[config.mk]
export PLATFORM = sky130hd
export DESIGN_NAME = bsfs_sequencer
export DESIGN_NICKNAME = d
export VERILOG_FILES = /design/src/pkg/bsfs_pkg.sv /design/src/rtl/bsfs_sequencer.sv
export SDC_FILE = /design/constraint.sdc
export NUM_CORES = 1
export LEC_CHECK = 0
export BUFFER_PORTS_ARGS = -buffer_cell sky130_fd_sc_hd__buf_4
export CORE_MARGIN = 2
export CORE_UTILIZATION = 55
export CTS_CLUSTER_SIZE = 25
export DETAILED_ROUTE_END_ITERATION = 8
export PLACE_DENSITY_LB_ADDON = 0.1
export SLEW_MARGIN = 20
export SYNTH_ARGS = -nofsm -noshare
export SYNTH_HDL_FRONTEND = slang
export SYNTH_SLANG_ARGS = --single-unit
[constraint.sdc]
create_clock -name clk_i -period 6.8 [get_ports clk_i]
set_input_delay 1.7 -clock clk_i [delete_from_list [all_inputs] [get_ports clk_i]]
set_output_delay 1.7 -clock clk_i [all_outputs]
set_load 0.005 [all_outputs]
[src/pkg/bsfs_pkg.sv]
// package: constants for the buck start-up and fault sequencer
package bsfs_pkg;
  // wishbone register byte offsets
  localparam logic [3:0] CTRL_OFS   = 4'h0;
  localparam logic [3:0] STATUS_OFS = 4'h4;
  localparam logic [3:0] DUTY_OFS   = 4'h8;
  // control register bit positions
  localparam int CTRL_PWM_EN_BIT = 0;
  localparam int CTRL_OT_CLR_BIT = 1;
  localparam logic [31:0] CTRL_RESET = 32'h0000_0001;
  // steady-state low-side duty (per switching period, in clock cycles)
  localparam logic [7:0] DUTY_RESET  = 8'h80;
  // pre-bias ramp pulse counts per step
  localparam logic [5:0] RAMP_STEP1_PULSES = 6'h20;
  localparam logic [5:0] RAMP_STEP2_PULSES = 6'h10;
  localparam logic [5:0] RAMP_STEP3_PULSES = 6'h08;
  // timing counts in switching cycles
  localparam int HICCUP_CYCLES = 4096;
  localparam int PGOOD_CYCLES  = 256;
  // blanking after low-side rise
  localparam int CLK_MHZ         = 50;
  localparam int BLANK_NS        = 160;
  localparam int BLANK_CYCLES    = (BLANK_NS * CLK_MHZ + 999) / 1000;
  // sequencer states
  typedef enum logic [2:0] {
    BSFS_OFF, BSFS_SOFTSTART, BSFS_RUN, BSFS_HICCUP, BSFS_OVER_TEMP,
    BSFS_OV_ACTIVE, BSFS_OV_LATCHED
  } bsfs_state_e;
endpackage : bsfs_pkg

[src/rtl/bsfs_sequencer.sv]
// design: start-up, protection and power-good sequencer for a buck stage
// What this block does
// - drivers off while bias or enable lockout, except the low side stays on while in overvoltage
// - low-side held off until first high pulse
// - low-side ramps quarter, half, three-quarter, full
// - 32, 16, 8 pulses per ramp step
// - soft-start released only on power-on-ready
// - overcurrent stays armed during soft-start
// - enable low tristates both drivers
// - soft-start pin low shuts down output
// - overcurrent trip latches flag, enters hiccup
// - hiccup grounds soft-start for 4096 cycles
// - hiccup repeats while overload persists
// - overcurrent ignored for 160 ns starting one clock after low-side rise
// - over-temperature turns off switches, discharges soft-start
// - over-temperature clear restarts through soft-start
// - power-good released only while in window
// - power-good waits for soft-start delay threshold
// - power-good delayed 256 cycles after window entry
// - overvoltage forces high off, low on
// - after overvoltage latch off until power-on-ready cycles
//
// Local design decisions: the register addresses and the Wishbone interface to the registers.
module bsfs_sequencer
  import bsfs_pkg::*;
(
  input  wire logic        clk_i,
  input  wire logic        rst_i,
  // wishbone classic slave
  input  wire logic        wb_cyc_i,
  input  wire logic        wb_stb_i,
  input  wire logic        wb_we_i,
  input  wire logic [3:0]  wb_adr_i,
  input  wire logic [3:0]  wb_sel_i,
  input  wire logic [31:0] wb_dat_i,
  output logic      [31:0] wb_dat_o,
  output logic             wb_ack_o,
  output logic             wb_err_o,
  // comparator inputs
  input  wire logic        sw_tick_i,
  input  wire logic        bias_ok_i,
  input  wire logic        enable_ok_i,
  input  wire logic        enable_stop_i,
  input  wire logic        ss_shutdown_i,
  input  wire logic        ss_done_i,
  input  wire logic        ss_delay_ok_i,
  input  wire logic        overcurrent_trip_i,
  input  wire logic        overvoltage_trip_i,
  input  wire logic        over_temp_i,
  input  wire logic        sense_in_window_i,
  input  wire logic        pwm_high_i,
  // driver and pin outputs
  output logic             hs_gate_o,
  output logic             hs_gate_oe_o,
  output logic             ls_gate_o,
  output logic             ls_gate_oe_o,
  output logic             ss_discharge_o,
  output logic             pgood_o,
  output logic             pgood_oe_o
);

  bsfs_state_e state;
  bsfs_state_e next_state;
  logic        por;
  logic        por_d;
  logic        oc_flag;
  logic        oc_seen;
  logic [11:0] hiccup_cnt;
  logic [8:0]  pg_cnt;
  logic        pg_ok;
  logic        first_high;
  logic [1:0]  ramp_step;
  logic [5:0]  ramp_cnt;
  logic [7:0]  tick_cnt;
  logic [7:0]  ls_width;
  logic        ls_raw;
  logic        ls_raw_d;
  logic [3:0]  blank_cnt;
  logic        pwm_en;
  logic [7:0]  duty;
  logic        ot_sticky;
  logic        wb_req;
  logic        fault_state;

  // power-on-ready from both monitors
  assign por    = bias_ok_i && enable_ok_i;
  assign wb_req = wb_cyc_i && wb_stb_i && !wb_ack_o;

  // pulse width scaling: step 0..3 gives quarter..full of duty
  function automatic logic [7:0] ramp_width(input logic [1:0] step,
                                            input logic [7:0] d);
    logic [9:0] prod;
    prod = {2'b00, d} * ({8'h00, step} + 10'h001);
    ramp_width = prod[9:2];
  endfunction : ramp_width

  // wishbone register writes
  always_ff @(posedge clk_i) begin
    if (rst_i) begin
      pwm_en <= CTRL_RESET[CTRL_PWM_EN_BIT];
      duty   <= DUTY_RESET;
    end else if (wb_req && wb_we_i && wb_sel_i[0]) begin
      if (wb_adr_i == CTRL_OFS) begin
        pwm_en <= wb_dat_i[CTRL_PWM_EN_BIT];
      end else if (wb_adr_i == DUTY_OFS) begin
        duty <= wb_dat_i[7:0];
      end
    end
  end

  // over-temp sticky record; hardware set wins over software clear
  always_ff @(posedge clk_i) begin
    if (rst_i) begin
      ot_sticky <= 1'b0;
    end else if (over_temp_i) begin
      ot_sticky <= 1'b1;
    end else if (wb_req && wb_we_i && wb_sel_i[0] && wb_adr_i == CTRL_OFS
                 && wb_dat_i[CTRL_OT_CLR_BIT]) begin
      ot_sticky <= 1'b0;
    end
  end

  // wishbone answer: one wait-free ack, err on unmapped address
  always_ff @(posedge clk_i) begin
    if (rst_i) begin
      wb_ack_o <= 1'b0;
      wb_err_o <= 1'b0;
      wb_dat_o <= 32'h0000_0000;
    end else begin
      wb_ack_o <= 1'b0;
      wb_err_o <= 1'b0;
      if (wb_req && !wb_err_o) begin
        if (wb_adr_i == CTRL_OFS) begin
          wb_ack_o <= 1'b1;
          wb_dat_o <= {30'h0, 1'b0, pwm_en};
        end else if (wb_adr_i == STATUS_OFS) begin
          wb_ack_o <= 1'b1;
          wb_dat_o <= {21'h0, ot_sticky, pgood_oe_o, oc_flag,
                       first_high, ramp_step, 3'(state), por, 1'b0};
        end else if (wb_adr_i == DUTY_OFS) begin
          wb_ack_o <= 1'b1;
          wb_dat_o <= {24'h0, duty};
        end else begin
          wb_err_o <= 1'b1;
          wb_dat_o <= 32'h0000_0000;
        end
      end
    end
  end

  // next-state logic; overvoltage outranks all restart paths
  always_comb begin
    next_state = state;
    case (state)
      BSFS_OFF: begin
        if (por && overvoltage_trip_i) begin
          next_state = BSFS_OV_ACTIVE;
        end else if (por && !ss_shutdown_i && !over_temp_i) begin
          next_state = BSFS_SOFTSTART;
        end
      end
      BSFS_SOFTSTART, BSFS_RUN: begin
        if (overvoltage_trip_i) begin
          next_state = BSFS_OV_ACTIVE;
        end else if (!por || ss_shutdown_i) begin
          next_state = BSFS_OFF;
        end else if (over_temp_i) begin
          next_state = BSFS_OVER_TEMP;
        end else if (oc_seen) begin
          next_state = BSFS_HICCUP;
        end else if (state == BSFS_SOFTSTART && ss_done_i) begin
          next_state = BSFS_RUN;
        end
      end
      BSFS_HICCUP: begin
        if (overvoltage_trip_i) begin
          next_state = BSFS_OV_ACTIVE;
        end else if (!por) begin
          next_state = BSFS_OFF;
        end else if (sw_tick_i && hiccup_cnt == 12'(HICCUP_CYCLES - 1)) begin
          next_state = BSFS_SOFTSTART;
        end
      end
      BSFS_OVER_TEMP: begin
        if (overvoltage_trip_i) begin
          next_state = BSFS_OV_ACTIVE;
        end else if (!over_temp_i) begin
          next_state = BSFS_OFF;
        end
      end
      BSFS_OV_ACTIVE: begin
        if (!overvoltage_trip_i) begin
          next_state = BSFS_OV_LATCHED;
        end
      end
      BSFS_OV_LATCHED: begin
        if (!por) begin
          next_state = BSFS_OFF;
        end
      end
      default: next_state = BSFS_OFF;
    endcase
  end

  // state register
  always_ff @(posedge clk_i) begin
    if (rst_i) begin
      state <= BSFS_OFF;
    end else begin
      state <= next_state;
    end
  end

  // overcurrent flag latched on unblanked trip, cleared after hiccup
  assign oc_seen = overcurrent_trip_i && ls_gate_o && blank_cnt == 4'h0;
  always_ff @(posedge clk_i) begin
    if (rst_i) begin
      oc_flag <= 1'b0;
    end else if (oc_seen && (state == BSFS_SOFTSTART || state == BSFS_RUN)) begin
      oc_flag <= 1'b1;
    end else if (state == BSFS_HICCUP && next_state != BSFS_HICCUP) begin
      oc_flag <= 1'b0;
    end
  end

  // hiccup counts switching cycles
  always_ff @(posedge clk_i) begin
    if (rst_i || state != BSFS_HICCUP) begin
      hiccup_cnt <= 12'h000;
    end else if (sw_tick_i) begin
      hiccup_cnt <= hiccup_cnt + 12'h001;
    end
  end

  // blanking window after low-side rise
  always_ff @(posedge clk_i) begin
    if (rst_i) begin
      ls_raw_d  <= 1'b0;
      blank_cnt <= 4'h0;
    end else begin
      ls_raw_d <= ls_gate_o;
      if (ls_gate_o && !ls_raw_d) begin
        blank_cnt <= 4'(BLANK_CYCLES);
      end else if (blank_cnt != 4'h0) begin
        blank_cnt <= blank_cnt - 4'h1;
      end
    end
  end

  // pre-bias: first high pulse, then stepped low-side ramp
  always_ff @(posedge clk_i) begin
    if (rst_i || !(state == BSFS_SOFTSTART || state == BSFS_RUN)) begin
      first_high <= 1'b0;
      ramp_step  <= 2'h0;
      ramp_cnt   <= 6'h00;
    end else begin
      if (pwm_high_i && pwm_en) begin
        first_high <= 1'b1;
      end
      if (first_high && sw_tick_i && ramp_step != 2'h3) begin
        if (ramp_cnt == pulses_for(ramp_step) - 6'h01) begin
          ramp_step <= ramp_step + 2'h1;
          ramp_cnt  <= 6'h00;
        end else begin
          ramp_cnt <= ramp_cnt + 6'h01;
        end
      end
    end
  end

  // pulses issued at each ramp step
  function automatic logic [5:0] pulses_for(input logic [1:0] step);
    if (step == 2'h0) begin
      pulses_for = RAMP_STEP1_PULSES;
    end else if (step == 2'h1) begin
      pulses_for = RAMP_STEP2_PULSES;
    end else begin
      pulses_for = RAMP_STEP3_PULSES;
    end
  endfunction : pulses_for

  // low-side on-time counter inside each switching period
  always_ff @(posedge clk_i) begin
    if (rst_i || sw_tick_i) begin
      tick_cnt <= 8'h00;
    end else if (tick_cnt != 8'hFF) begin
      tick_cnt <= tick_cnt + 8'h01;
    end
  end
  assign ls_width = ramp_width(ramp_step, duty);
  assign ls_raw   = first_high && !pwm_high_i && (tick_cnt < ls_width);

  // driver outputs registered
  always_ff @(posedge clk_i) begin
    if (rst_i) begin
      hs_gate_o      <= 1'b0;
      ls_gate_o      <= 1'b0;
      hs_gate_oe_o   <= 1'b1;
      ls_gate_oe_o   <= 1'b1;
      ss_discharge_o <= 1'b1;
    end else begin
      hs_gate_oe_o   <= !enable_stop_i;
      ls_gate_oe_o   <= !enable_stop_i;
      ss_discharge_o <= !(next_state == BSFS_SOFTSTART ||
                          next_state == BSFS_RUN);
      case (next_state)
        BSFS_SOFTSTART, BSFS_RUN: begin
          hs_gate_o <= pwm_high_i && pwm_en;
          ls_gate_o <= ls_raw && pwm_en;
        end
        BSFS_OV_ACTIVE: begin
          hs_gate_o <= 1'b0;
          ls_gate_o <= 1'b1;
        end
        default: begin
          hs_gate_o <= 1'b0;
          ls_gate_o <= 1'b0;
        end
      endcase
    end
  end

  // power-good window delay counter
  assign fault_state = !(state == BSFS_SOFTSTART || state == BSFS_RUN);
  always_ff @(posedge clk_i) begin
    if (rst_i || !sense_in_window_i || fault_state) begin
      pg_cnt <= 9'h000;
    end else if (sw_tick_i && pg_cnt != 9'(PGOOD_CYCLES)) begin
      pg_cnt <= pg_cnt + 9'h001;
    end
  end
  assign pg_ok = pg_cnt == 9'(PGOOD_CYCLES) && ss_delay_ok_i;

  // open-drain flag: released only when good, else pulled low
  always_ff @(posedge clk_i) begin
    if (rst_i) begin
      pgood_oe_o <= 1'b1;
    end else begin
      pgood_oe_o <= !(pg_ok && sense_in_window_i && !fault_state);
    end
  end
  assign pgood_o = 1'b0;

endmodule : bsfs_sequencer

# == Word level (Yosys, flattened, before mapping) ==
# Cells that the tools add are included.
# totals
regBits,96
latch_bits,0
ram_bits,0
rom_bits,0
in_bits,57
out_inout_bits,41
wordCells,154
mem_count,0
# op_classes
add_sub_neg,8
multipliers,1
div_mod_pow,0
order_cmp,1
n_eq_ne,20
shifts,0
n_mux,34
bitwise_logic,3
reduce_logical,65
# ops
op,n
$mux W3,14
$logic_and A1 B1 Y1,28
$mux W6,4
$mux W11,2
$pmux W3 S6,1
$add A12 B1 Y12 const B,1
$eq A12 B12 Y1 const B,1
$eq A3 B3 Y1 const B,4
$logic_not A1 Y1,12
$mul A8 B3 Y10,1
$reduce_or A2 Y1,5
$add A9 B1 Y9 const B,1
$eq A3 B2 Y1 const B,3
$eq A9 B9 Y1 const B,1
$ne A9 B9 Y1 const B,1
$add A8 B1 Y8 const B,1
$logic_not A4 Y1,2
$logic_or A1 B1 Y1,8
$lt A8 B8 Y1,1
$mux W1,8
$mux W4,2
$mux W8,1
$ne A8 B8 Y1 const B,1
$add A6 B1 Y6 const B,1
21 further kinds,28

# == Longest topological paths before layout ==
# logic_depth
word_depth,12
mapped_depth,20
mapped_depth_nobuf,19

# == Least setup slack after synthesis ==
# No wires, ideal clock.
# synth_timing
kind,reg2reg
start,reg ramp_step[0]
end,reg ls_gate_o
setup_ns,0.069
t_arrival_ns,3.989
t_required_ns,6.731
path_slack_ns,2.743
stages_incl_launch_ff,21
path_buffers,1
period_less_slack_ns,4.057
cell_sequence,dfxtp_1 -> clkinv_1 -> ha_1 -> clkbuf_1 -> nand2_1 -> fa_1 -> inv_1 -> ha_1 -> fa_1 -> a21o_1 -> a21oi_1 -> o21bai_1 -> a21oi_1 -> xor2_1 -> ha_1 -> a211oi_1 -> nand2_1 -> a41oi_1 -> o21a_1 -> o21ba_2 -> o21ai_1
# synth_via
elab_chain_len,6
# synth_lines
element,line_no,rtl
from (decl),bsfs_sequencer.sv:72,logic [1:0] ramp_step;
from (signal assigned),bsfs_sequencer.sv:262,ramp_step <= ramp_step + 2'h1;
$add A2 B1 Y3,bsfs_sequencer.sv:93,"prod = {2'b00, d} * ({8'h00, step} + 10'h001);"
$mul A8 B3 Y10,bsfs_sequencer.sv:93,
$lt A8 B8 Y1,bsfs_sequencer.sv:291,assign ls_raw = first_high && !pwm_high_i && (tick_cnt < ls_width);
$logic_and A1 B1 Y1,bsfs_sequencer.sv:291,
$logic_and A1 B1 Y1,bsfs_sequencer.sv:309,ls_gate_o <= ls_raw && pwm_en;
$pmux W1 S2,bsfs_sequencer.sv:306,case (next_state)
to (signal assigned),bsfs_sequencer.sv:309,
to (decl),bsfs_sequencer.sv:55,"output logic ls_gate_o,"
# Every way passes these cells.
# A chain may end at the register's enable or synchronous reset.

# == Worst setup path in the final report ==
# Ends and elaborated chain as after synthesis.

==> flow_metrics.env <==
export IMPL_layout_common_cells="dfxtp_1, nor2_1, nand2_1, buf_4, a21oi_1"
export IMPL_io_pin_count=98
export IMPL_critPathKind="reg -> reg"
export IMPL_highest_layer="met4"
export IMPL_final_cells=653
export IMPL_syn_avg_cell_area_sq_um=8.44
export IMPL_grt_setup_unrepaired="false"
export IMPL_die_w_um=92.2
export IMPL_fin_setup_tns_ps=0
export IMPL_clk_path_buf_depth=2
export IMPL_slew_viol_final=0
export IMPL_clkPwrFrac=0.389
export IMPL_num_rows=32
export IMPL_cp_required_ps=7080
export IMPL_diodes=0
export IMPL_grt_usage=0.212
export IMPL_numCtsBuffers=9
export IMPL_gp_congestion=0.808
export IMPL_yosysWarnings=0
export IMPL_postRouteAntennaNets=0
export IMPL_num_fill_cells=686
export IMPL_crit_slowest_cell="fa_1"
export IMPL_place_inst=639
export IMPL_antenna_found_initial=0
export IMPL_wl_met1_um=4070
export IMPL_dr_pass1_iters=5
export IMPL_maxCapViolCount=0
export IMPL_dr_wl_met2_um=4090
export IMPL_critPathCaptureType="flip-flop"
export IMPL_grt_pass1_wl_um=14600
export IMPL_synth_flop_cell="dfxtp_1"
export IMPL_start_util=0.560
export IMPL_powerDensity_mw_per_mm2=196
export IMPL_setup_viol=0
export IMPL_crit_family="adder cells"
export IMPL_min_period_ps=4500
export IMPL_cellLeakagePower_nw=1.94
export IMPL_path_buf_inv=2
export IMPL_synth_seq_area_share=0.351
export IMPL_core_area_sq_mm=0.00765
export IMPL_fin_skew_ps=9.87
export IMPL_pwr_share_seq=0.492
export IMPL_postCtsSetupBuffers=0
export IMPL_synthesis_instances=507
export IMPL_cpMostUsedCell="ha_1"
export IMPL_hold_path_class="reg -> reg"
export IMPL_ys_seq_elements=75
export IMPL_cts_root_buf="clkbuf_8"
export IMPL_p_int_mw=0.704
export IMPL_start_kind="flip-flop"
export IMPL_route_vias_total=3504
export IMPL_die_area_sq_mm=0.00851
export IMPL_slowest_delay_ps=530
export IMPL_cts_htree_levels=3
export IMPL_holdBufCountCts=0
export IMPL_status="completed"
export IMPL_swShare=0.252
export IMPL_switchingPower_mw=0.237
export IMPL_cts_clk_slew_worst_paths_ps=70
export IMPL_grt_max_degree=40
export IMPL_peakVddDrop_uv=109
export IMPL_max_freq_mhz=222
export IMPL_port_buffers=48
export IMPL_worst_endpoint_arrival_ps=4780
export IMPL_final_hold_viol_count=0
export IMPL_cts_tree="done"
export IMPL_maxSlewHeadroom=0.522
export IMPL_fin_nets=638
export IMPL_p_comb_frac=0.119
export IMPL_overflow=0
export IMPL_async_flop_share=0
export IMPL_post_route_period_util=0.662
export IMPL_path_cells="clkinv_1 > ha_1 > nand2_1 > fa_1 > inv_1 > ha_1 > fa_1 > a21o_1 > a21oi_1 > o21bai_1 > a21oi_1 > xor2_1 > ha_1 > a211oi_1 > nand2_1 > a41oi_1 > o21a_1 > o21ba_2 > o21ai_1"
export IMPL_synth_edf_count=0
export IMPL_cts_resized=0
export IMPL_netlist_area_sq_mm=0.00428
export IMPL_tightest_slew_ps=716
export IMPL_clkLatencyLatePin_ps=350
export IMPL_first_global_vias=3168
export IMPL_synth_cell_types=62
export IMPL_route_detailed_drc=0
export IMPL_first_iter_violations=110
export IMPL_drive_above_1_share=0.131
export IMPL_met3_length_um=355
export IMPL_wirelength_um=8660
export IMPL_wire_per_inst_um=13.3
export IMPL_clock_sinks=75
export IMPL_via_per_inst=5.37
export IMPL_crit_fanout=9
export IMPL_die_y_um=92.2
export IMPL_synthToLayoutAreaGrowth_pct=12.2
export IMPL_final_common_cell="dfxtp_1"
export IMPL_dp_hpwl_um=6470
[kinds of logic (layout without fill, tap and decap cells)]
| kind of cell | count (synthesis) | count (layout) | synth area share |
|---|---|---|---|
| xor+xnor | 35 | 35 | 0.0716 |
| mux | 14 | 14 | 0.0327 |
| other cells | 1 | 22 | 0.000876 |
| flops | 75 | 75 | 0.351 |
| fa+ha+maj | 33 | 33 | 0.109 |
| buf+inv | 63 | 86 | 0.0786 |
| simple gates | 209 | 209 | 0.236 |
| compound gates | 77 | 77 | 0.121 |
[worst paths after layout]
kind / start / endpoint / slack [ps] / depth (start not counted)
max: ramp_step[0]$_SDFFE_PP0P_ / ls_gate_o$_SDFF_PP0_ / 2300 / 19
min: wb_dat_o[8]$_SDFFE_PP0P_ / wb_dat_o[8]$_SDFFE_PP0P_ / 450 / 2
max reg2reg: ramp_step[0]$_SDFFE_PP0P_ / ls_gate_o$_SDFF_PP0_ / 2300 / 19
min reg2reg: wb_dat_o[8]$_SDFFE_PP0P_ / wb_dat_o[8]$_SDFFE_PP0P_ / 450 / 2
[state kept, by name, summed over array words and instances, names as in the netlist]
name            flops
pg_cnt              9
first_high          1
ls_raw_d            1
state               3
hs_gate_o           1
wb_err_o            1
wb_dat_o           11
ramp_cnt            6
tick_cnt            8
ls_gate_oe_o        1
blank_cnt           4
wb_ack_o            1
duty                8
ss_discharge_o      1
ramp_step           2
ls_gate_o           1
hiccup_cnt         12
oc_flag             1
ot_sticky           1
pgood_oe_o          1
pwm_en              1
[stage by stage]
stage | setup WS, ps | power, mW | hold WS (ps) | instance area, sq um | utilization
final | 2300 | 0.941 | 454 | 4810 | 0.628
after CTS | 2280 | 0.947 | 454 | 4810 | 0.628
after global routing | 1980 | 0.982 | 474 | 4810 | 0.628
after floorplan | 2740 | 0.559 | 445 | 4360 | -
after global placement | 2430 | 0.579 | 439 | 4600 | 0.602
after detailed placement | 2300 | 0.586 | 446 | 4600 | 0.602
[final cells by class]
type                    instances  area (sq um)  share of cell area
well taps                     102           128              0.0266
multi-input cells             390          2520               0.525
clock inverters                 5          80.1              0.0167
inverters                      24          90.1              0.0187
clock buffers                   9           124              0.0258
flip-flops and latches         75          1500               0.312
repair buffers                 48           360              0.0750
[power groups by stage]
stage	logic, mW	clock network (mW)	registers (mW)
final	0.112	0.366	0.463
after global routing	0.126	0.391	0.465
after CTS	0.113	0.371	0.463
after detailed placement	0.112	0	0.473
after global placement	0.107	0	0.473
after floorplan	0.0900	0	0.469
[routing by layer]
layer  vias to the layer above  GRT usage
li1                       1780          -
met1                      1636      0.280
met2                        74      0.352
met5                         -          0
met3                        14     0.0337
met4                         0     0.0771
[cells in the mapped netlist, types with 2 or more instances]
library cell   n  area, sq um
dfxtp_1       75         1500
nor2_1        70          263
nand2_1       48          180
a21oi_1       27          135
ha_1          26          325
buf_4         24          180
inv_1         23         86.3
xor2_1        20          175
nor3_1        17         85.1
nand4_1       15         93.8
xnor2_1       15          131
mux2i_1       14          140
clkbuf_1      10         37.5
nand3_1       10         50.1
o21ai_0       10         50.1
a31oi_1        8         50.1
nand2b_1       8         50.1
or3_1          8         50.1
fa_1           7          140
nor2b_1        7         43.8
a22oi_1        6         45.0
nor4_1         4         25.0
a21o_1         3         22.5
nor3b_1        3         22.5
a211oi_1       2         15.0
a41oi_1        2         17.5
and2_1         2         12.5
and3_1         2         12.5
and4_1         2         17.5
buf_1          2         7.51
buf_2          2         10.0
o211a_1        2         20.0
o22ai_1        2         12.5
or2_0          2         12.5
or4_1          2         15.0
[tightest hold or removal path, delay by kind of cell (launching register included)]
kind	cells	cell delay (ps)
AOI/OAI and AO/OA	1	50
DFF	1	310
and+or+nand+nor	1	50
Note: power is estimated with default switching activity, not from simulation.
